==> config.mk <==
export PLATFORM = sky130hd
export DESIGN_NAME = srb_dev_end_flat
export DESIGN_NICKNAME = d
export VERILOG_FILES = /design/src/verilog/srb_pkg.sv /design/src/verilog/srb_link_if.sv /design/src/verilog/srb_dev_end.sv /design/src/flat_wrapper.sv
export SDC_FILE = /design/constraint.sdc
export NUM_CORES = 1
export LEC_CHECK = 0
export ABC_AREA = 1
export BUFFER_PORTS_ARGS = -buffer_cell sky130_fd_sc_hd__buf_2
export CAP_MARGIN = 5
export CORE_AREA = 2 2 181 183
export CTS_CLUSTER_SIZE = 12
export DETAILED_ROUTE_END_ITERATION = 16
export DIE_AREA = 0 0 183 185
export GPL_TIMING_DRIVEN = 0
export PLACE_DENSITY_LB_ADDON = 0.1
export SLEW_MARGIN = 20
export SYNTH_ARGS = -nofsm -noshare
export SYNTH_HDL_FRONTEND = slang
export SYNTH_SLANG_ARGS = --single-unit
==> constraint.sdc <==
create_clock -name clk_i -period 4.06 [get_ports clk_i]
set_input_delay 0.609 -clock clk_i [delete_from_list [all_inputs] [get_ports clk_i]]
set_output_delay 0.609 -clock clk_i [all_outputs]
set_load 0.02 [all_outputs]
==> src/verilog/srb_pkg.sv <==
// Constants shared by both ends of the serial readback link.
// Assumes both ends run from one 25 MHz clock and sample the link pins.
package srb_pkg;
  localparam int FRAME_BITS = 24;
  localparam int PEC_FRAME_BITS = 32;
  localparam int CRC_W = 8;
  localparam int CNT_W = 6;

  localparam int RW_BIT = 23;
  localparam int ADDR_HI_BIT = 22;
  localparam int ADDR_LO_BIT = 21;
  localparam int SEL_HI_BIT = 20;
  localparam int SEL_LO_BIT = 16;
  localparam logic [23:0] NOP_WORD = 24'h3CE000;

  localparam logic [7:0] CRC_POLY = 8'h07;
  localparam logic [7:0] CRC_INIT = 8'h00;
  localparam logic [7:0] PAD_BYTE = 8'h00;

  // Readback selectors
  localparam int NUM_CH_REGS = 24;
  localparam logic [4:0] SEL_DATA = 5'h00;
  localparam logic [4:0] SEL_CTRL = 5'h04;
  localparam logic [4:0] SEL_GAIN = 5'h08;
  localparam logic [4:0] SEL_OFFS = 5'h0C;
  localparam logic [4:0] SEL_CLR = 5'h10;
  localparam logic [4:0] SEL_RAMP = 5'h14;
  localparam logic [4:0] SEL_STATUS = 5'h18;
  localparam logic [4:0] SEL_MAIN = 5'h19;
  localparam logic [4:0] SEL_DCDC = 5'h1A;

  // Status word layout
  localparam int ST_BOOST_LO = 12;
  localparam int ST_ECHO = 11;
  localparam int ST_CRC_ERR = 10;
  localparam int ST_RAMP = 9;
  localparam int ST_OTEMP = 8;
  localparam int ST_VFLT_LO = 4;
  localparam int ST_IFLT_LO = 0;
  localparam logic [15:0] STATUS_RESET = 16'h0000;

  localparam int RAMP_EN_BIT = 12;
  localparam int MAIN_AUTOSHIFT_BIT = 11;
  localparam int MAIN_PEC_BIT = 10;

  // Host register map (APB byte offsets)
  localparam logic [11:0] OFS_TX = 12'h000;
  localparam logic [11:0] OFS_CTRL = 12'h004;
  localparam logic [11:0] OFS_STAT = 12'h008;
  localparam logic [11:0] OFS_RX = 12'h00C;
  localparam int CTRL_PEC_BIT = 0;
  localparam int CTRL_START_BIT = 1;
  localparam int STAT_BUSY_BIT = 0;
  localparam int STAT_CRC_BAD_BIT = 1;

  localparam real SCLK_PERIOD_NS = 640.0;
  localparam real CLK_PERIOD_NS = 40.0;
  localparam int SCLK_HALF_DEF = int'(SCLK_PERIOD_NS / CLK_PERIOD_NS) / 2;
  localparam int SCLK_HALF_MIN = 6;

  // MSB-first CRC-8 over a 24-bit word
  function automatic logic [7:0] crc8(input logic [23:0] d);
    logic [7:0] c;
    c = CRC_INIT;
    for (int i = 23; i >= 0; i--) begin
      if (c[7] ^ d[i]) begin
        c = {c[6:0], 1'b0} ^ CRC_POLY;
      end else begin
        c = {c[6:0], 1'b0};
      end
    end
    return c;
  endfunction
endpackage
==> src/verilog/srb_link_if.sv <==
// Serial link wires between host controller and converter readback logic.
// Assumes the host drives clock, frame select and data in; device drives data out.
`timescale 1ns/1ps
interface srb_link_if;
  logic sclk;
  logic sync_n;
  logic sdin;
  logic sdo;

  modport host (
    output sclk,
    output sync_n,
    output sdin,
    input sdo
  );

  modport dev (
    input sclk,
    input sync_n,
    input sdin,
    output sdo
  );
endinterface

==> src/verilog/srb_dev_end.sv <==
// Device end: serial readback decode, output shifter and status word.
// Assumes link pins are asynchronous to clk_i; register images and fault
// sources come from logic on clk_i.
//
// Contract
// - Top bit set means read request
// - Address bits and selector pick register
// - Low sixteen request bits are ignored
// - Host follows read with no-op or read
// - Next frame returns pad byte plus register
// - Output changes rising, host samples falling
// - Packet check appends CRC byte, 32 bits
// - Host keeps clock idle between frames
// - Selectors 0-7 data, control registers
// - Selectors 8-15 gain, offset registers
// - Selectors 16-19 clear-code registers
// - Selectors 20-23 ramp control registers
// - 24 status, 25 main, 26 boost control
// - Status word never written serially
// - Autoshift sends status every write frame
// - Status bit layout fixed
// - Current mode boost flag sets current fault
// - Voltage mode boost flag on regulation loss
// - Boost flags never drive fault pin; here current-mode boost flags do, through the current fault
// - Echo bit follows software register
// - CRC error reflects last received word; here only frames ending while the packet check bit is set update it
// - Ramp active while any channel slews; here only channels with the ramp enable bit set count
`timescale 1ns/1ps
module srb_dev_end (
  input wire logic clk_i,
  input wire logic reset_i,
  srb_link_if.dev link,
  input wire logic [1:0] dev_addr_i,
  input wire logic [srb_pkg::NUM_CH_REGS-1:0][15:0] regs_i,
  input wire logic [15:0] main_ctrl_i,
  input wire logic [15:0] dcdc_ctrl_i,
  input wire logic [3:0] current_mode_i,
  input wire logic [3:0] boost_fail_i,
  input wire logic [3:0] iout_fault_i,
  input wire logic [3:0] vout_fault_i,
  input wire logic [3:0] ramp_slewing_i,
  input wire logic overtemp_i,
  input wire logic user_echo_i,
  output logic [15:0] status_o,
  output logic crc_err_o,
  output logic fault_o,
  output logic fault_oe_o
);
  logic [2:0] sclk_q;
  logic [2:0] sync_n_q;
  logic [1:0] sdin_q;
  logic [1:0] addr_m_q;
  logic [1:0] addr_q;
  logic sclk_rise;
  logic sclk_fall;
  logic frame_start;
  logic frame_end;
  logic in_frame;
  logic [31:0] rx_q;
  logic [srb_pkg::CNT_W-1:0] cnt_q;
  logic [31:0] tx_q;
  logic sdo_q;
  logic [15:0] status_q;
  logic [15:0] status_d;
  logic crc_err_q;
  logic fault_q;
  logic pec_on;
  logic autoshift_on;
  logic [23:0] word;
  logic frame_ok;
  logic crc_good;
  logic is_read;
  logic [4:0] sel;
  logic [15:0] rd_val;
  logic [3:0] iflt;
  logic [3:0] ramp_live;

  // Pins are asynchronous, two stages before any use
  always_ff @(posedge clk_i) begin
    if (reset_i) begin
      sclk_q <= 3'h0;
      sync_n_q <= 3'h7;
      sdin_q <= 2'h0;
    end else begin
      sclk_q <= {sclk_q[1:0], link.sclk};
      sync_n_q <= {sync_n_q[1:0], link.sync_n};
      sdin_q <= {sdin_q[0], link.sdin};
    end
  end

  // Address straps resampled every clock after release, resynchronised
  always_ff @(posedge clk_i) begin
    if (reset_i) begin
      addr_m_q <= 2'h0;
      addr_q <= 2'h0;
    end else begin
      addr_m_q <= dev_addr_i;
      addr_q <= addr_m_q;
    end
  end

  assign sclk_rise = sclk_q[1] & ~sclk_q[2];
  assign sclk_fall = ~sclk_q[1] & sclk_q[2];
  assign frame_start = sync_n_q[2] & ~sync_n_q[1];
  assign frame_end = ~sync_n_q[2] & sync_n_q[1];
  assign in_frame = ~sync_n_q[1];

  assign pec_on = main_ctrl_i[srb_pkg::MAIN_PEC_BIT];
  assign autoshift_on = main_ctrl_i[srb_pkg::MAIN_AUTOSHIFT_BIT];

  // Input bits taken on falling clock edges
  always_ff @(posedge clk_i) begin
    if (reset_i) begin
      rx_q <= 32'h00000000;
      cnt_q <= '0;
    end else if (frame_start) begin
      rx_q <= 32'h00000000;
      cnt_q <= '0;
    end else if (in_frame && sclk_fall) begin
      rx_q <= {rx_q[30:0], sdin_q[1]};
      if (cnt_q != {srb_pkg::CNT_W{1'b1}}) begin
        cnt_q <= cnt_q + 1'b1;
      end
    end
  end

  always_comb begin
    if (pec_on) begin
      word = rx_q[31:8];
      frame_ok = (cnt_q == srb_pkg::CNT_W'(srb_pkg::PEC_FRAME_BITS));
    end else begin
      word = rx_q[23:0];
      frame_ok = (cnt_q == srb_pkg::CNT_W'(srb_pkg::FRAME_BITS));
    end
  end

  assign crc_good = (srb_pkg::crc8(rx_q[31:8]) == rx_q[7:0]);

  assign is_read = frame_ok && word[srb_pkg::RW_BIT] &&
                   (word[srb_pkg::ADDR_HI_BIT:srb_pkg::ADDR_LO_BIT] == addr_q) &&
                   (!pec_on || crc_good);

  assign sel = word[srb_pkg::SEL_HI_BIT:srb_pkg::SEL_LO_BIT];

  always_comb begin
    rd_val = 16'h0000;
    if (sel < srb_pkg::SEL_STATUS) begin
      rd_val = regs_i[sel];
    end else begin
      case (sel)
        srb_pkg::SEL_STATUS: rd_val = status_q;
        srb_pkg::SEL_MAIN: rd_val = main_ctrl_i;
        srb_pkg::SEL_DCDC: rd_val = dcdc_ctrl_i;
        default: rd_val = 16'h0000;
      endcase
    end
  end

  // Output shifter loaded once per frame end
  always_ff @(posedge clk_i) begin
    if (reset_i) begin
      tx_q <= 32'h00000000;
      sdo_q <= 1'b0;
    end else if (frame_end) begin
      sdo_q <= 1'b0;
      if (is_read) begin
        tx_q <= {srb_pkg::PAD_BYTE, rd_val, srb_pkg::crc8({srb_pkg::PAD_BYTE, rd_val})};
      end else if (autoshift_on && frame_ok && !word[srb_pkg::RW_BIT]) begin
        tx_q <= {srb_pkg::PAD_BYTE, status_q, srb_pkg::crc8({srb_pkg::PAD_BYTE, status_q})};
      end else begin
        tx_q <= 32'h00000000;
      end
    end else if (in_frame && sclk_rise) begin
      sdo_q <= tx_q[31];
      tx_q <= {tx_q[30:0], 1'b0};
    end
  end

  assign link.sdo = sdo_q;

  always_ff @(posedge clk_i) begin
    if (reset_i) begin
      crc_err_q <= 1'b0;
    end else if (frame_end && pec_on) begin
      crc_err_q <= ~(frame_ok & crc_good);
    end
  end

  assign iflt = iout_fault_i | (current_mode_i & boost_fail_i);
  for (genvar c = 0; c < 4; c++) begin : g_ramp
    assign ramp_live[c] = ramp_slewing_i[c] & regs_i[srb_pkg::SEL_RAMP + c][srb_pkg::RAMP_EN_BIT];
  end

  always_comb begin
    status_d = 16'h0000;
    status_d[srb_pkg::ST_BOOST_LO +: 4] = boost_fail_i;
    status_d[srb_pkg::ST_ECHO] = user_echo_i;
    status_d[srb_pkg::ST_CRC_ERR] = crc_err_q;
    status_d[srb_pkg::ST_RAMP] = |ramp_live;
    status_d[srb_pkg::ST_OTEMP] = overtemp_i;
    status_d[srb_pkg::ST_VFLT_LO +: 4] = vout_fault_i;
    status_d[srb_pkg::ST_IFLT_LO +: 4] = iflt;
  end

  always_ff @(posedge clk_i) begin
    if (reset_i) begin
      status_q <= srb_pkg::STATUS_RESET;
    end else begin
      status_q <= status_d;
    end
  end

  always_ff @(posedge clk_i) begin
    if (reset_i) begin
      fault_q <= 1'b0;
    end else begin
      fault_q <= (|iflt) | (|vout_fault_i) | overtemp_i;
    end
  end

  // Open drain: pull low only while a fault stands
  assign fault_o = 1'b0;
  assign fault_oe_o = fault_q;
  assign status_o = status_q;
  assign crc_err_o = crc_err_q;
endmodule

==> src/flat_wrapper.sv <==
// flat-port wrapper written by rule: the top's interface ports become plain ports
module srb_dev_end_flat 
  (clk_i, reset_i, dev_addr_i, regs_i, main_ctrl_i, dcdc_ctrl_i, current_mode_i, boost_fail_i, iout_fault_i, vout_fault_i, ramp_slewing_i, overtemp_i, user_echo_i, status_o, crc_err_o, fault_o, fault_oe_o, link_sclk, link_sync_n, link_sdin, link_sdo);
  srb_link_if link_i ();
  input wire logic clk_i;
  input wire logic reset_i;
  input wire logic [1:0] dev_addr_i;
  input wire logic [srb_pkg::NUM_CH_REGS-1:0][15:0] regs_i;
  input wire logic [15:0] main_ctrl_i;
  input wire logic [15:0] dcdc_ctrl_i;
  input wire logic [3:0] current_mode_i;
  input wire logic [3:0] boost_fail_i;
  input wire logic [3:0] iout_fault_i;
  input wire logic [3:0] vout_fault_i;
  input wire logic [3:0] ramp_slewing_i;
  input wire logic overtemp_i;
  input wire logic user_echo_i;
  output logic [15:0] status_o;
  output logic crc_err_o;
  output logic fault_o;
  output logic fault_oe_o;
  input wire logic [$bits(link_i.sclk)-1:0] link_sclk;
  input wire logic [$bits(link_i.sync_n)-1:0] link_sync_n;
  input wire logic [$bits(link_i.sdin)-1:0] link_sdin;
  output wire logic [$bits(link_i.sdo)-1:0] link_sdo;
  assign link_i.sclk = link_sclk;
  assign link_i.sync_n = link_sync_n;
  assign link_i.sdin = link_sdin;
  assign link_sdo = link_i.sdo;
  srb_dev_end u_core (.clk_i(clk_i), .reset_i(reset_i), .link(link_i), .dev_addr_i(dev_addr_i), .regs_i(regs_i), .main_ctrl_i(main_ctrl_i), .dcdc_ctrl_i(dcdc_ctrl_i), .current_mode_i(current_mode_i), .boost_fail_i(boost_fail_i), .iout_fault_i(iout_fault_i), .vout_fault_i(vout_fault_i), .ramp_slewing_i(ramp_slewing_i), .overtemp_i(overtemp_i), .user_echo_i(user_echo_i), .status_o(status_o), .crc_err_o(crc_err_o), .fault_o(fault_o), .fault_oe_o(fault_oe_o));
endmodule
After elaboration in Yosys (flattened, before gate mapping)
Cells that the tools add are included.
{"block": "word_totals", "register_bits": 101, "in_bits": 445, "output_inout_bits": 20, "word_cells": 424}
{"block": "classes", "n_addsub": 1, "magnitude_cmp": 2, "n_eq_ne": 8, "muxes": 241, "bitwise_logic": 142, "reduce_logical": 18}
{"cell": "two-way mux 8 bit", "n": 161}
{"cell": "two-way mux 3 bit", "n": 70}
{"cell": "inverter 3 bit", "n": 69}
{"cell": "binary-select mux 16 bit (select 5 bit)", "n": 1}
{"cell": "two-way mux 24 bit", "n": 3}
{"cell": "two-way mux 32 bit", "n": 2}
{"cell": "XOR 1 bit", "n": 50}
{"cell": "one-hot mux 16 bit (3 select lines)", "n": 1}
{"cell": "two-way mux 16 bit", "n": 2}
{"cell": "== test 5 bit, second input constant", "n": 3}
{"cell": "OR reduction 4 bit", "n": 3}
{"cell": "AND 1 bit", "n": 9}
{"cell": "== test 8 bit", "n": 1}
{"cell": "logical AND 1 bit", "n": 8}
{"cell": "adder 6 x 1 -> 6 bit, second input constant", "n": 1}
{"cell": "== test 6 x 5 -> 1 bit, second input constant", "n": 1}
{"cell": "== test 6 bit, second input constant", "n": 1}
{"cell": "less-than comparator 5 x 6 -> 1 bit, second input constant", "n": 1}
{"cell": "!= test 6 bit, second input constant", "n": 1}
{"cell": "less-than comparator 5 bit, second input constant", "n": 1}
{"cell": "inverter 1 bit", "n": 5}
{"cell": "XOR 1 bit, first input constant", "n": 5}
{"cell": "AND 4 bit", "n": 1}
{"cell": "OR 4 bit", "n": 1}
{"cell": "other kinds (8)", "n": 11}

Logic depth before layout (Yosys ltp)
Gate-level depths: netlist of run 1.
{"block": "logic_depth", "depth_word": 190, "ltp_mapped": 28, "mapped_depth_nobuf": 27}

Least setup slack after synthesis of run 1
Ideal clock, no wire load.
{"block": "synth_timing", "path_kind": "input to register", "start": "input port main_ctrl_i[10]", "end": "register u_core.tx_q[2]", "setup_time_ps": 131, "t_arrival_ps": 2677, "required_ps": 3929, "path_slack_ps": 1252, "path_stages": 19, "path_buffers": 3, "path_cell_list": "buf_6 -> o21ai_4 -> clkbuf_1 -> clkbuf_1 -> nand4_1 -> nand3_1 -> nand3_1 -> a21oi_2 -> nand3_1 -> nand2_1 -> nand2_1 -> nand2_1 -> nand3_1 -> nand2_1 -> nand2_1 -> nand2_1 -> nand2_1 -> nand2_1 -> a21oi_2"}
{"block": "synth_between", "elab_chain_len": 63, "elab_cells_between_ends": 100, "classes_between": "order compare (1); eq/ne (4); mux (66); bitwise (21); reduce/logical (8)"}
{"element": "start: declaration", "line": "flat_wrapper.sv:9", "rtl": "input wire logic [15:0] main_ctrl_i;"}
{"element": "two-way mux 24 bit", "line": "srb_dev_end.sv:128", "rtl": "if (pec_on) begin"}
{"element": "binary-select mux 16 bit (select 5 bit) / == test 5 bit (equally long branches)", "line": "srb_dev_end.sv:148, srb_dev_end.sv:150"}
{"element": "two-way mux 16 bit (not written as such) / one-hot mux 16 bit (3 select lines) (equally long branches)", "line": "srb_dev_end.sv:148, srb_dev_end.sv:150"}
{"element": "two-way mux 16 bit", "line": "srb_dev_end.sv:147", "rtl": "if (sel < srb_pkg::SEL_STATUS) begin"}
{"element": "XOR 1 bit", "line": "srb_pkg.sv:66", "rtl": "if (c[7] ^ d[i]) begin"}
{"element": "two-way mux 3 bit", "line": "srb_pkg.sv:66"}
{"element": "two-way mux 8 bit", "line": "srb_dev_end.sv:166", "rtl": "if (is_read) begin"}
{"element": "two-way mux 8 bit", "line": "srb_dev_end.sv:164", "rtl": "end else if (frame_end) begin"}
{"element": "(+47 left out)"}
{"element": "two-way mux 3 bit / two-way mux 8 bit (equally long branches)", "line": "srb_pkg.sv:66, srb_dev_end.sv:161"}
{"element": "two-way mux 8 bit", "line": "srb_dev_end.sv:166"}
{"element": "two-way mux 8 bit", "line": "srb_dev_end.sv:164"}
{"element": "two-way mux 8 bit", "line": "srb_dev_end.sv:161", "rtl": "if (reset_i) begin"}
{"element": "inverter 3 bit (no source line) / XOR 1 bit (equally long branches)"}
{"element": "two-way mux 3 bit", "line": "srb_pkg.sv:66"}
{"element": "two-way mux 24 bit *", "line": "srb_dev_end.sv:166"}
{"element": "two-way mux 32 bit *", "line": "srb_dev_end.sv:164"}
{"element": "end signal: assignment", "line": "srb_dev_end.sv:167", "rtl": "tx_q <= {srb_pkg::PAD_BYTE, rd_val, srb_pkg::crc8({srb_pkg::PAD_BYTE, rd_val})};"}
{"element": "end signal: assignment", "line": "srb_dev_end.sv:169", "rtl": "tx_q <= {srb_pkg::PAD_BYTE, status_q, srb_pkg::crc8({srb_pkg::PAD_BYTE, status_q})};"}
{"element": "end signal: assignment", "line": "srb_dev_end.sv:175", "rtl": "tx_q <= {tx_q[30:0], 1'b0};"}
{"element": "end: declaration", "line": "srb_dev_end.sv:61", "rtl": "logic [31:0] tx_q;"}
Every way passes the cells marked *; elsewhere a longest branch is shown, timed or not. The select of a mux whose other input is x is not followed.
A chain may end at the register's enable or synchronous reset.

Worst setup path after layout of run 1
{"block": "layout_timing", "start": "input port main_ctrl_i[10]", "end": "register u_core.tx_q[3]"}
{"block": "layout_between", "elab_chain_len": 61, "elab_cells_between_ends": 97, "classes_between": "order compare (1); eq/ne (4); mux (65); bitwise (19); reduce/logical (8)"}
{"element": "two-way mux 24 bit", "line": "srb_dev_end.sv:128"}
{"element": "binary-select mux 16 bit (select 5 bit) / == test 5 bit (equally long branches)", "line": "srb_dev_end.sv:148, srb_dev_end.sv:150"}
{"element": "two-way mux 16 bit (not written as such) / one-hot mux 16 bit (3 select lines) (equally long branches)", "line": "srb_dev_end.sv:148, srb_dev_end.sv:150"}
{"element": "two-way mux 16 bit", "line": "srb_dev_end.sv:147"}
{"element": "XOR 1 bit", "line": "srb_pkg.sv:66"}
{"element": "two-way mux 3 bit", "line": "srb_pkg.sv:66"}
{"element": "two-way mux 8 bit", "line": "srb_dev_end.sv:166"}
{"element": "two-way mux 8 bit", "line": "srb_dev_end.sv:164"}
{"element": "(+45 left out)"}
{"element": "two-way mux 8 bit", "line": "srb_dev_end.sv:161"}
{"element": "inverter 3 bit (no source line) / XOR 1 bit (equally long branches)"}
{"element": "two-way mux 3 bit", "line": "srb_pkg.sv:66"}
{"element": "two-way mux 8 bit", "line": "srb_dev_end.sv:166"}
{"element": "two-way mux 8 bit", "line": "srb_dev_end.sv:164"}
{"element": "two-way mux 8 bit", "line": "srb_dev_end.sv:161"}
{"element": "two-way mux 24 bit *", "line": "srb_dev_end.sv:166"}
{"element": "two-way mux 32 bit *", "line": "srb_dev_end.sv:164"}
Marks and branches as above.

==> impl_table.tex, run 1 <==
\begin{tabular}{lr}
\hline
Metric & Value \\
\hline
\multicolumn{2}{l}{\textbf{Global routing}} \\
\quad First-pass GRT wire length & approximately 87 mm \\
\quad Number of global-route vias before repair & $\sim$14,000 \\
\quad Overflow after GRT & 0 \\
\quad Maximum number of pins on one net before global-route repair & 17 \\
\quad Combined global-route utilization of all metal layers & 0.353 \\
\quad Number of antenna violations at the first check in global routing & 11 \\
\multicolumn{2}{l}{\textbf{Logic synthesis}} \\
\quad Most area-hungry cell type in the Yosys netlist & nand2\_1 \\
\quad Prevailing post-synth register cell & dfxtp\_1 \\
\quad Synthesized area per cell & between 5 and 6 um2 \\
\quad Count of unique library cells instantiated by Yosys & 53 \\
\quad Sequential fraction of the synthesis area & 0.192 \\
\quad Proportion of synthesized flip-flops having asynchronous set or reset & 0 \\
\quad YS warnings & 0 \\
\quad Mapped Nets & 2,362 \\
\quad Number of enable flip-flop cells after synthesis & 0 \\
\quad Cell types occupying the most area after synthesis & nand2\_1, dfxtp\_1, nand3\_1 \\
\quad Share of the synthesized area in the top cell type & 0.262 \\
\quad Cell area after technology mapping & about 11,000 um2 \\
\quad Top cell types by occurrence after synthesis & nand2\_1, nand3\_1, inv\_1 \\
\quad Most used standard cell by instance count after synthesis & nand2\_1 \\
\quad FF+latch count, synth & around 100 \\
\quad Syn Inst Count & 1,915 \\
\multicolumn{2}{l}{\textbf{Place}} \\
\quad Port Buf Inserts & around 460 \\
\quad Placed cell areas & 13,400 um2 \\
\quad Detailed placement HPWL & between 50 and 60 mm \\
\quad Final weighted congestion of routability-driven global placement & roughly 1.0 \\
\quad Setup slack at placement & -0.0877 ns \\
\multicolumn{2}{l}{\textbf{Setup path}} \\
\quad Required time at the worst-slack endpoint & around 4.3 ns \\
\quad CP endpoint kind & flop \\
\quad Capturing point of the worst reg2reg path & u\_core.tx\_q[3] \\
\quad CP max stage delay & approximately 0.57 ns \\
\quad Worst setup endpoint & u\_core.tx\_q[3] \\
\quad Worst-path maximum fanout & 10 \\
\quad Slowest stage cell on the critical path & buf\_1 \\
\quad Path type of the worst setup path & in2reg \\
\quad Signal arrival time at the worst endpoint & 4.01 ns \\
\quad Worst r2r path cells & 21 \\
\quad Cell breakdown of the critical path & buf\_2 -> buf\_6 -> o21ai\_4 -> inv\_1 -> buf\_2 -> buf\_1 -> nand4\_1 -> nand3\_1 -> nand3\_1 -> a21oi\_2 -> nand3\_1 -> nand2\_1 -> nand2\_1 -> nand2\_1 -> nand3\_1 -> nand2\_1 -> nand2\_1 -> nand2\_1 -> nand2\_1 -> nand3\_1 -> a21oi\_1 \\
\quad Startpoint kind of the worst setup timing path & primary input \\
\quad Most common cell on crit path & nand2\_1 \\
\quad Worst setup path startpoint & main\_ctrl\_i[10] \\
\quad R2R Setup Slk & approximately 0.34 ns \\
\quad Source of the worst register-to-register timing path & u\_core.rx\_q[26] \\
\multicolumn{2}{l}{\textbf{Layout}} \\
\quad NumNets Final & $\sim$2,800 \\
\quad Layout fillers & 3,689 \\
\quad Total non-filler cell area in the finished layout & $\sim$14,000 um2 \\
\quad Footprint of the multi-input gates & between 7000 and 8000 um2 \\
\quad Area overhead of the layout relative to synthesis & 30.5\% \\
\quad FF+latch area & between 2000 and 2500 um2 \\
\quad Proportion of layout cells with a drive suffix above 1 & 0.259 \\
\multicolumn{2}{l}{\textbf{Hold path}} \\
\quad Class of the tightest hold or removal check & reg2reg \\
\multicolumn{2}{l}{\textbf{STA}} \\
\quad Count of final setup violators & 0 \\
\quad Share of the cycle needed by the critical path after routing & 0.926 \\
\quad Post-route setup TNS & 0 ns \\
\quad Time the worst path needs with I/O delays and setup & around 3.8 ns \\
\quad Final-report hold violation count & 0 \\
\quad Final setup skew & around 0.013 ns \\
\quad Worst Slack Setup Final & $\sim$0.30 ns \\
\quad Maximum frequency from static timing analysis & 266 MHz \\
\quad Final slew viol count & 0 \\
\quad Slew at the pin closest to its max-slew limit & around 1.1 ns \\
\quad Unrepaired setup endpoints after global routing & false \\
\quad Relative slew slack & 0.282 \\
\multicolumn{2}{l}{\textbf{Detailed routing}} \\
\quad DR WL met3 & 6.46 mm \\
\quad Detailed-router iteration count before antenna repair & 5 \\
\quad DRT iter0 DRCs & between 1,000 and 1,500 \\
\quad Met1 layer wirelength in the final routing & 26.4 mm \\
\quad Via density per instance & 5.30 \\
\quad Antenna violation net count after detailed routing & 0 \\
\quad Detailed-route wire length & around 60 mm \\
\quad Detailed-routed wire length on met2 & between 20 and 30 mm \\
\quad Highest metal layer with signal wires & met4 \\
\quad Vias & roughly 15,000 \\
\quad Number of DRC violations after detailed routing & 0 \\
\quad Wirelength per Cell & 21.9 um \\
\multicolumn{2}{l}{\textbf{Floorplanning}} \\
\quad Number of I/O pins & about 470 \\
\quad Area of the die & 33,900 um2 \\
\quad Die height & 185 um \\
\quad Initial core utilization & 0.329 \\
\quad CORE AREA & $\sim$32,000 um2 \\
\quad X dimension of the die & between 150 and 200 um \\
\quad \# rows & 66 \\
\multicolumn{2}{l}{\textbf{Clock tree}} \\
\quad Clock Sink Count & slightly above 100 \\
\quad Max clock buf depth & 2 \\
\quad Deepest level of the CTS H-tree & 3 \\
\quad Clock-pin slew on the worst setup and hold paths & about 0.070 ns \\
\quad CTS tree & done \\
\quad \# Post-CTS Setup Buffers & 0 \\
\quad Source-to-sink clock delay at the later pin of the worst-skew pair & 0.36 ns \\
\quad Clock tree root buffer cell & clkbuf\_16 \\
\quad TritonCTS Buffers & 9 \\
\multicolumn{2}{l}{\textbf{Power and ir drop}} \\
\quad Total power divided by cell area & 238 nW/um2 \\
\quad Static Leak & 0.00714 uW \\
\quad Post-layout power & around 3300 uW \\
\quad Worst ir drop on vdd & $\sim$0.17 mV \\
\multicolumn{2}{l}{\textbf{Job}} \\
\quad Max-capacitance violation count & 0 \\
\multicolumn{2}{l}{\textbf{Outcome}} \\
\quad Result of the run & completed \\
\hline
\end{tabular}
## final cells by class
cell class / count / area share
well taps: 408 / 0.0371
diodes: 11 / 0.00200
flip-flops and latches: 101 / 0.147
multi-input cells: 1514 / 0.520
repair buffers: 463 / 0.169
clock buffers: 9 / 0.0164
clock inverters: 6 / 0.00974
inverters: 201 / 0.0549
plain buffers: 99 / 0.0449
## worst max-delay path: cells and delay by family
kind	cells	cell delay, ns
AND/OR/NAND/NOR	13	1.43
AO/OA/AOI/OAI	3	0.51
buffers and inverters	5	1.45
## repair_timing
item / 4_1_cts / 5_1_grt
endpoints found under the hold margin: 0 / 0
setup endpoints to repair: 0 / 1
gates resized for setup: 0 / 2
hold buffers: 0 / 0
## through the flow
stage | cells | hold WS, ns | utilization
floorplan | 1915 | 0.388 | -
global placement | 2786 | 0.391 | 0.417
detailed placement | 2786 | 0.393 | 0.417
CTS | 2801 | 0.409 | 0.428
global route | 2811 | 0.428 | 0.429
finish | 2812 | 0.407 | 0.429
## worst min-delay path by stage
stage	from	endpoint	slack, ns	cells past startpoint
6_report	u_core.addr_m_q[0]	u_core.addr_q[0]	0.41	2
5_1_grt	u_core.sclk_q[0]	u_core.sclk_q[1]	0.43	2
4_1_cts	u_core.addr_m_q[0]	u_core.addr_q[0]	0.41	2
3_5_place_dp	u_core.addr_m_q[0]	u_core.addr_q[0]	0.39	2
3_3_place_gp	u_core.addr_m_q[0]	u_core.addr_q[0]	0.39	2
2_1_floorplan	u_core.addr_m_q[0]	u_core.addr_q[0]	0.39	2
## logic make-up after synthesis
logic type      after synthesis  share of synthesized area
compound gates              281                      0.162
simple gates               1193                      0.482
buf+inv                     300                      0.130
xor+xnor                     37                     0.0315
other cells                   1                   0.000356
flops                       101                      0.192
fa+ha+maj                     2                    0.00237
## sequential cells by signal, summed over array words and instances, names as in the netlist
| signal | flops |
|---|---|
| u_core.fault_oe_o | 1 |
| u_core.tx_q | 32 |
| u_core.cnt_q | 6 |
| u_core.sdin_q | 2 |
| u_core.sclk_q | 3 |
| u_core.addr_m_q | 2 |
| u_core.status_o | 16 |
| u_core.crc_err_o | 1 |
| u_core.addr_q | 2 |
| u_core.link.sdo | 1 |
| u_core.sync_n_q | 3 |
| u_core.rx_q | 32 |
## metal layers
layer  vias up  GRT usage
li1       7139          -
met3        74     0.0877
met1      6932      0.472
met4         0     0.0909
met5         -          0
met2       756      0.569
## layout by cell type, fill, tap and decap left out, types with 6 or more instances in the layout
cell type / instances
nand2_1: 736
buf_2: 490
nand3_1: 200
inv_1: 179
nor2_1: 129
dfxtp_1: 101
o21ai_0: 88
a21oi_1: 86
o211ai_1: 49
nand4_1: 34
clkbuf_1: 30
nand2_2: 25
nor3_1: 24
xnor2_1: 20
buf_6: 18
inv_2: 17
buf_4: 17
xor2_1: 16
o21ai_1: 15
o221ai_1: 14
diode_2: 11
or2_1: 10
clkbuf_16: 9
nand3b_1: 7
a21oi_2: 6
## where the power goes
group / internal [uW] / switching [uW]
combinational: 446 / 722
sequential: 1020 / 29.2
clock: 663 / 393
Note: power is estimated with default switching activity, not from simulation.
==> run 2, diff against run 1 <==
--- a/config.mk
+++ b/config.mk
@@ -5,13 +5,12 @@
 export SDC_FILE = /design/constraint.sdc
 export NUM_CORES = 1
 export LEC_CHECK = 0
-export ABC_AREA = 1
 export BUFFER_PORTS_ARGS = -buffer_cell sky130_fd_sc_hd__buf_2
 export CAP_MARGIN = 5
-export CORE_AREA = 2 2 181 183
+export CORE_AREA = 2 2 183 185
 export CTS_CLUSTER_SIZE = 12
 export DETAILED_ROUTE_END_ITERATION = 16
-export DIE_AREA = 0 0 183 185
+export DIE_AREA = 0 0 185 187
 export GPL_TIMING_DRIVEN = 0
 export PLACE_DENSITY_LB_ADDON = 0.1
 export SLEW_MARGIN = 20
==> constraint.sdc (replaced) <==
create_clock -name clk_i -period 4.6 [get_ports clk_i]
set_input_delay 0.69 -clock clk_i [delete_from_list [all_inputs] [get_ports clk_i]]
set_output_delay 0.69 -clock clk_i [all_outputs]
set_load 0.02 [all_outputs]
==> run 2 against run 1 <==
Critical endpoint is now u_core.tx_q[7]. Synthesized cell count down 33%. Highest routed layer is now met5. Routed wire length down 9.5%. Global-route usage down 4.1 points. First-iteration DRC count down 30%. Critical path type unchanged. Cell area down 6.9%. Via count down 19%. Power down 28%. Critical path depth down 6. Clock power down 27%. Register-to-register slack better by 0.07 ns. Core utilization down 4.0 points. Combinational power down 44%.
==> impl_table.tex, run 2 <==
\begin{tabular}{lr}
\hline
Metric & Value \\
\hline
\multicolumn{2}{l}{\textbf{Logic synthesis}} \\
\quad Most used standard cell by instance count after synthesis & nand2\_1 \\
\quad Cell area after technology mapping & 9580 um2 (-9.1\%) \\
\quad Number of enable flip-flop cells after synthesis & 0 (unchanged) \\
\quad Proportion of synthesized flip-flops having asynchronous set or reset & 0 (unchanged) \\
\quad Prevailing post-synth register cell & dfxtp\_1 \\
\quad Sequential fraction of the synthesis area & 0.211 (+0.0191) \\
\quad Syn Inst Count & 1,280 (-33\%) \\
\quad YS warnings & 0 (unchanged) \\
\quad Top cell types by occurrence after synthesis & nand2\_1, nand3\_1, dfxtp\_1 \\
\quad Mapped Nets & 1,727 (-27\%) \\
\quad Cell types occupying the most area after synthesis & dfxtp\_1, nand2\_1, xnor2\_1 \\
\quad Share of the synthesized area in the top cell type & 0.211 (-0.0512) \\
\quad Count of unique library cells instantiated by Yosys & 78 (+47\%) \\
\quad FF+latch count, synth & 101 (unchanged) \\
\quad Most area-hungry cell type in the Yosys netlist & dfxtp\_1 \\
\quad Synthesized area per cell & 7.49 um2 (+36\%) \\
\multicolumn{2}{l}{\textbf{Detailed routing}} \\
\quad DRT iter0 DRCs & 944 (-30\%) \\
\quad Via density per instance & 5.43 (+2.5\%) \\
\quad Wirelength per Cell & 25.1 um (+15\%) \\
\quad Vias & 12,048 (-19\%) \\
\quad Detailed-router iteration count before antenna repair & 7 (+2) \\
\quad Number of DRC violations after detailed routing & 0 (unchanged) \\
\quad Antenna violation net count after detailed routing & 0 (unchanged) \\
\quad Detailed-route wire length & 55.7 mm (-9.5\%) \\
\multicolumn{2}{l}{\textbf{Clock tree}} \\
\quad Source-to-sink clock delay at the later pin of the worst-skew pair & 0.35 ns (about the same) \\
\quad Max clock buf depth & 2 (unchanged) \\
\quad CTS tree & done \\
\quad Clock tree root buffer cell & clkbuf\_16 \\
\quad TritonCTS Buffers & 9 (unchanged) \\
\quad \# Post-CTS Setup Buffers & 0 (unchanged) \\
\quad Clock Sink Count & 101 (unchanged) \\
\quad Deepest level of the CTS H-tree & 3 (unchanged) \\
\quad Clock-pin slew on the worst setup and hold paths & 0.07 ns (about the same) \\
\multicolumn{2}{l}{\textbf{STA}} \\
\quad Relative slew slack & 0.237 (-0.0451) \\
\quad Unrepaired setup endpoints after global routing & false \\
\quad Worst Hold Margin & 0.426 ns (+0.0192 ns) \\
\quad Share of the cycle needed by the critical path after routing & 0.967 \\
\quad Count of final setup violators & 0 (unchanged) \\
\quad Final setup skew & 0.00793 ns (-0.00538 ns) \\
\quad Maximum frequency from static timing analysis & between 200 and 250 MHz \\
\quad Time the worst path needs with I/O delays and setup & about 4.4 ns \\
\quad Final slew viol count & 0 (unchanged) \\
\quad Final-report hold violation count & 0 (unchanged) \\
\quad Slew at the pin closest to its max-slew limit & 1.14 ns (+0.0716 ns) \\
\multicolumn{2}{l}{\textbf{Layout}} \\
\quad Most common library cell in the layout ignoring fill and taps & buf\_2 \\
\quad Non-filler cells, final & 2,219 (-21\%) \\
\quad Most frequent cells in the layout & buf\_2, nand2\_1, nand3\_1, dfxtp\_1, a21oi\_1 \\
\quad Layout fillers & 3,716 (+0.73\%) \\
\quad Area overhead of the layout relative to synthesis & 33.6\% \\
\quad NumNets Final & 2,201 (-22\%) \\
\quad Proportion of layout cells with a drive suffix above 1 & 0.336 (+0.0769) \\
\quad Final standard cell utilization of the core & 0.389 (-0.0398) \\
\multicolumn{2}{l}{\textbf{Global routing}} \\
\quad Number of antenna violations at the first check in global routing & 16 (+5) \\
\quad First-pass GRT wire length & 79.0 mm (-9.6\%) \\
\quad Combined global-route utilization of all metal layers & 0.312 (-0.0411) \\
\quad Maximum number of pins on one net before global-route repair & 16 (-1) \\
\quad Overflow after GRT & 0 (unchanged) \\
\quad Number of global-route vias before repair & 11,970 (-15\%) \\
\multicolumn{2}{l}{\textbf{Floorplanning}} \\
\quad \# rows & 67 (+1.5\%) \\
\quad X dimension of the die & 185 um (+1.1\%) \\
\quad Initial core utilization & 0.292 (-0.0373) \\
\quad CORE AREA & 32,900 um2 (+2.6\%) \\
\quad Number of I/O pins & 465 (unchanged) \\
\quad Die height & 187 um (+1.1\%) \\
\quad Area of the die & 34,600 um2 (+2.2\%) \\
\multicolumn{2}{l}{\textbf{Setup path}} \\
\quad Path type of the worst setup path & in2reg \\
\quad Worst-path maximum fanout & 10 (unchanged) \\
\quad Required time at the worst-slack endpoint & 4.86 ns (+0.55 ns) \\
\quad CP endpoint kind & flop \\
\quad Startpoint kind of the worst setup timing path & primary input \\
\quad Signal arrival time at the worst endpoint & 4.70 ns (+0.69 ns) \\
\multicolumn{2}{l}{\textbf{Power and ir drop}} \\
\quad Static Leak & 0.00547 uW (-23\%) \\
\quad Total power divided by cell area & 185 nW/um2 (-22\%) \\
\quad Post-layout power & 2360 uW (-28\%) \\
\quad Worst ir drop on vdd & 0.136 mV (-20\%) \\
\multicolumn{2}{l}{\textbf{Place}} \\
\quad Final weighted congestion of routability-driven global placement & 0.952 (-6.0\%) \\
\quad Detailed placement HPWL & 45.7 mm (-11\%) \\
\quad Port Buf Inserts & 463 (unchanged) \\
\quad Placed insts & 2,191 (-21\%) \\
\multicolumn{2}{l}{\textbf{Job}} \\
\quad Max-capacitance violation count & 0 (unchanged) \\
\multicolumn{2}{l}{\textbf{Hold path}} \\
\quad Class of the tightest hold or removal check & reg2reg \\
\multicolumn{2}{l}{\textbf{Outcome}} \\
\quad Result of the run & completed \\
\hline
\end{tabular}
run 2: changes by cell type after synthesis, sizes merged, moves of 20 or more:
cell | previous run | this run
nand4 | 34 | 12
a31oi | 1 | 22
xnor2 | 21 | 76
nand2 | 765 | 311
mux2i | 0 | 47
nor2 | 135 | 35
o21ai | 108 | 33
nor2b | 1 | 24
a211oi | 0 | 20
o211ai | 51 | 6
nand3 | 202 | 107
a221oi | 0 | 20
inv | 196 | 13
run 2: path summary, 6_finish.rpt:
kind	startpoint	end	slack, ns	depth (start not counted)
worst max-delay path	main_ctrl_i[10]	u_core.tx_q[7]	0.15	15
worst min-delay path	u_core.sync_n_q[0]	u_core.sync_n_q[1]	0.43	1
worst max register to register	u_core.rx_q[25]	u_core.tx_q[7]	0.41	12
worst min register to register	u_core.sync_n_q[0]	u_core.sync_n_q[1]	0.43	1
run 2: timing repair:
item                                    4_1_cts  5_1_grt
gates resized for setup                       0        1
endpoints found under the setup margin        0        1
hold buffers                                  0        0
run 2: layer usage:
metal / share of wire / track usage / routed length, um / vias to the layer above
li1: - / - / - / 5549
met1: 0.41 / 0.395 / 23100 / 5807
met2: 0.49 / 0.537 / 27100 / 579
met3: 0.063 / 0.0415 / 3520 / 105
met4: 0.034 / 0.118 / 1910 / 8
met5: 0.0010 / 0 / 56 / -
run 2: report_power, final:
part           switching (uW)  internal, uW  total (uW)
clock                     342           434         776
combinational             334           325         659
sequential               33.5           893         927
run 2: cell families after synthesis:
logic type / Yosys count / synth area share
xor+xnor: 116 / 0.127
compound gates: 292 / 0.210
simple gates: 568 / 0.274
flops: 101 / 0.211
mux: 74 / 0.105
other cells: 1 / 0.000391
fa+ha+maj: 2 / 0.00261
buf+inv: 126 / 0.0692
run 2: cell type report:
cell class	instances	area, um2	share of cell area
multi-input cells	1053	6910	0.540
well taps	448	561	0.0438
flip-flops and latches	101	2020	0.158
clock inverters	4	48.8	0.00381
plain buffers	113	614	0.0480
diodes	13	32.5	0.00254
inverters	13	48.8	0.00381
repair buffers	463	2320	0.181
clock buffers	11	243	0.0190
run 2: stage by stage:
step	setup slack, ns	area, um2	TNS, ns
final	0.152	12800	0
after global routing	0.0563	12800	0
after CTS	0.150	12800	0
after detailed placement	-0.195	12500	-0.391
after global placement	-0.168	12500	-0.408
after floorplan	1.20	9580	0
run 2: worst max-delay path, cell delays in order:
cell and delay (ns):
buf_2 0.11, buf_6 0.17, buf_4 0.21, buf_2 0.25, nor3_1 0.09, a21oi_1 0.31
clkbuf_1 0.82, a31oi_1 0.10, nand3_1 0.24, o2111ai_1 0.33, xor2_1 0.39, xnor3_1 0.34
xnor2_1 0.28, a221oi_1 0.12, a311oi_1 0.25
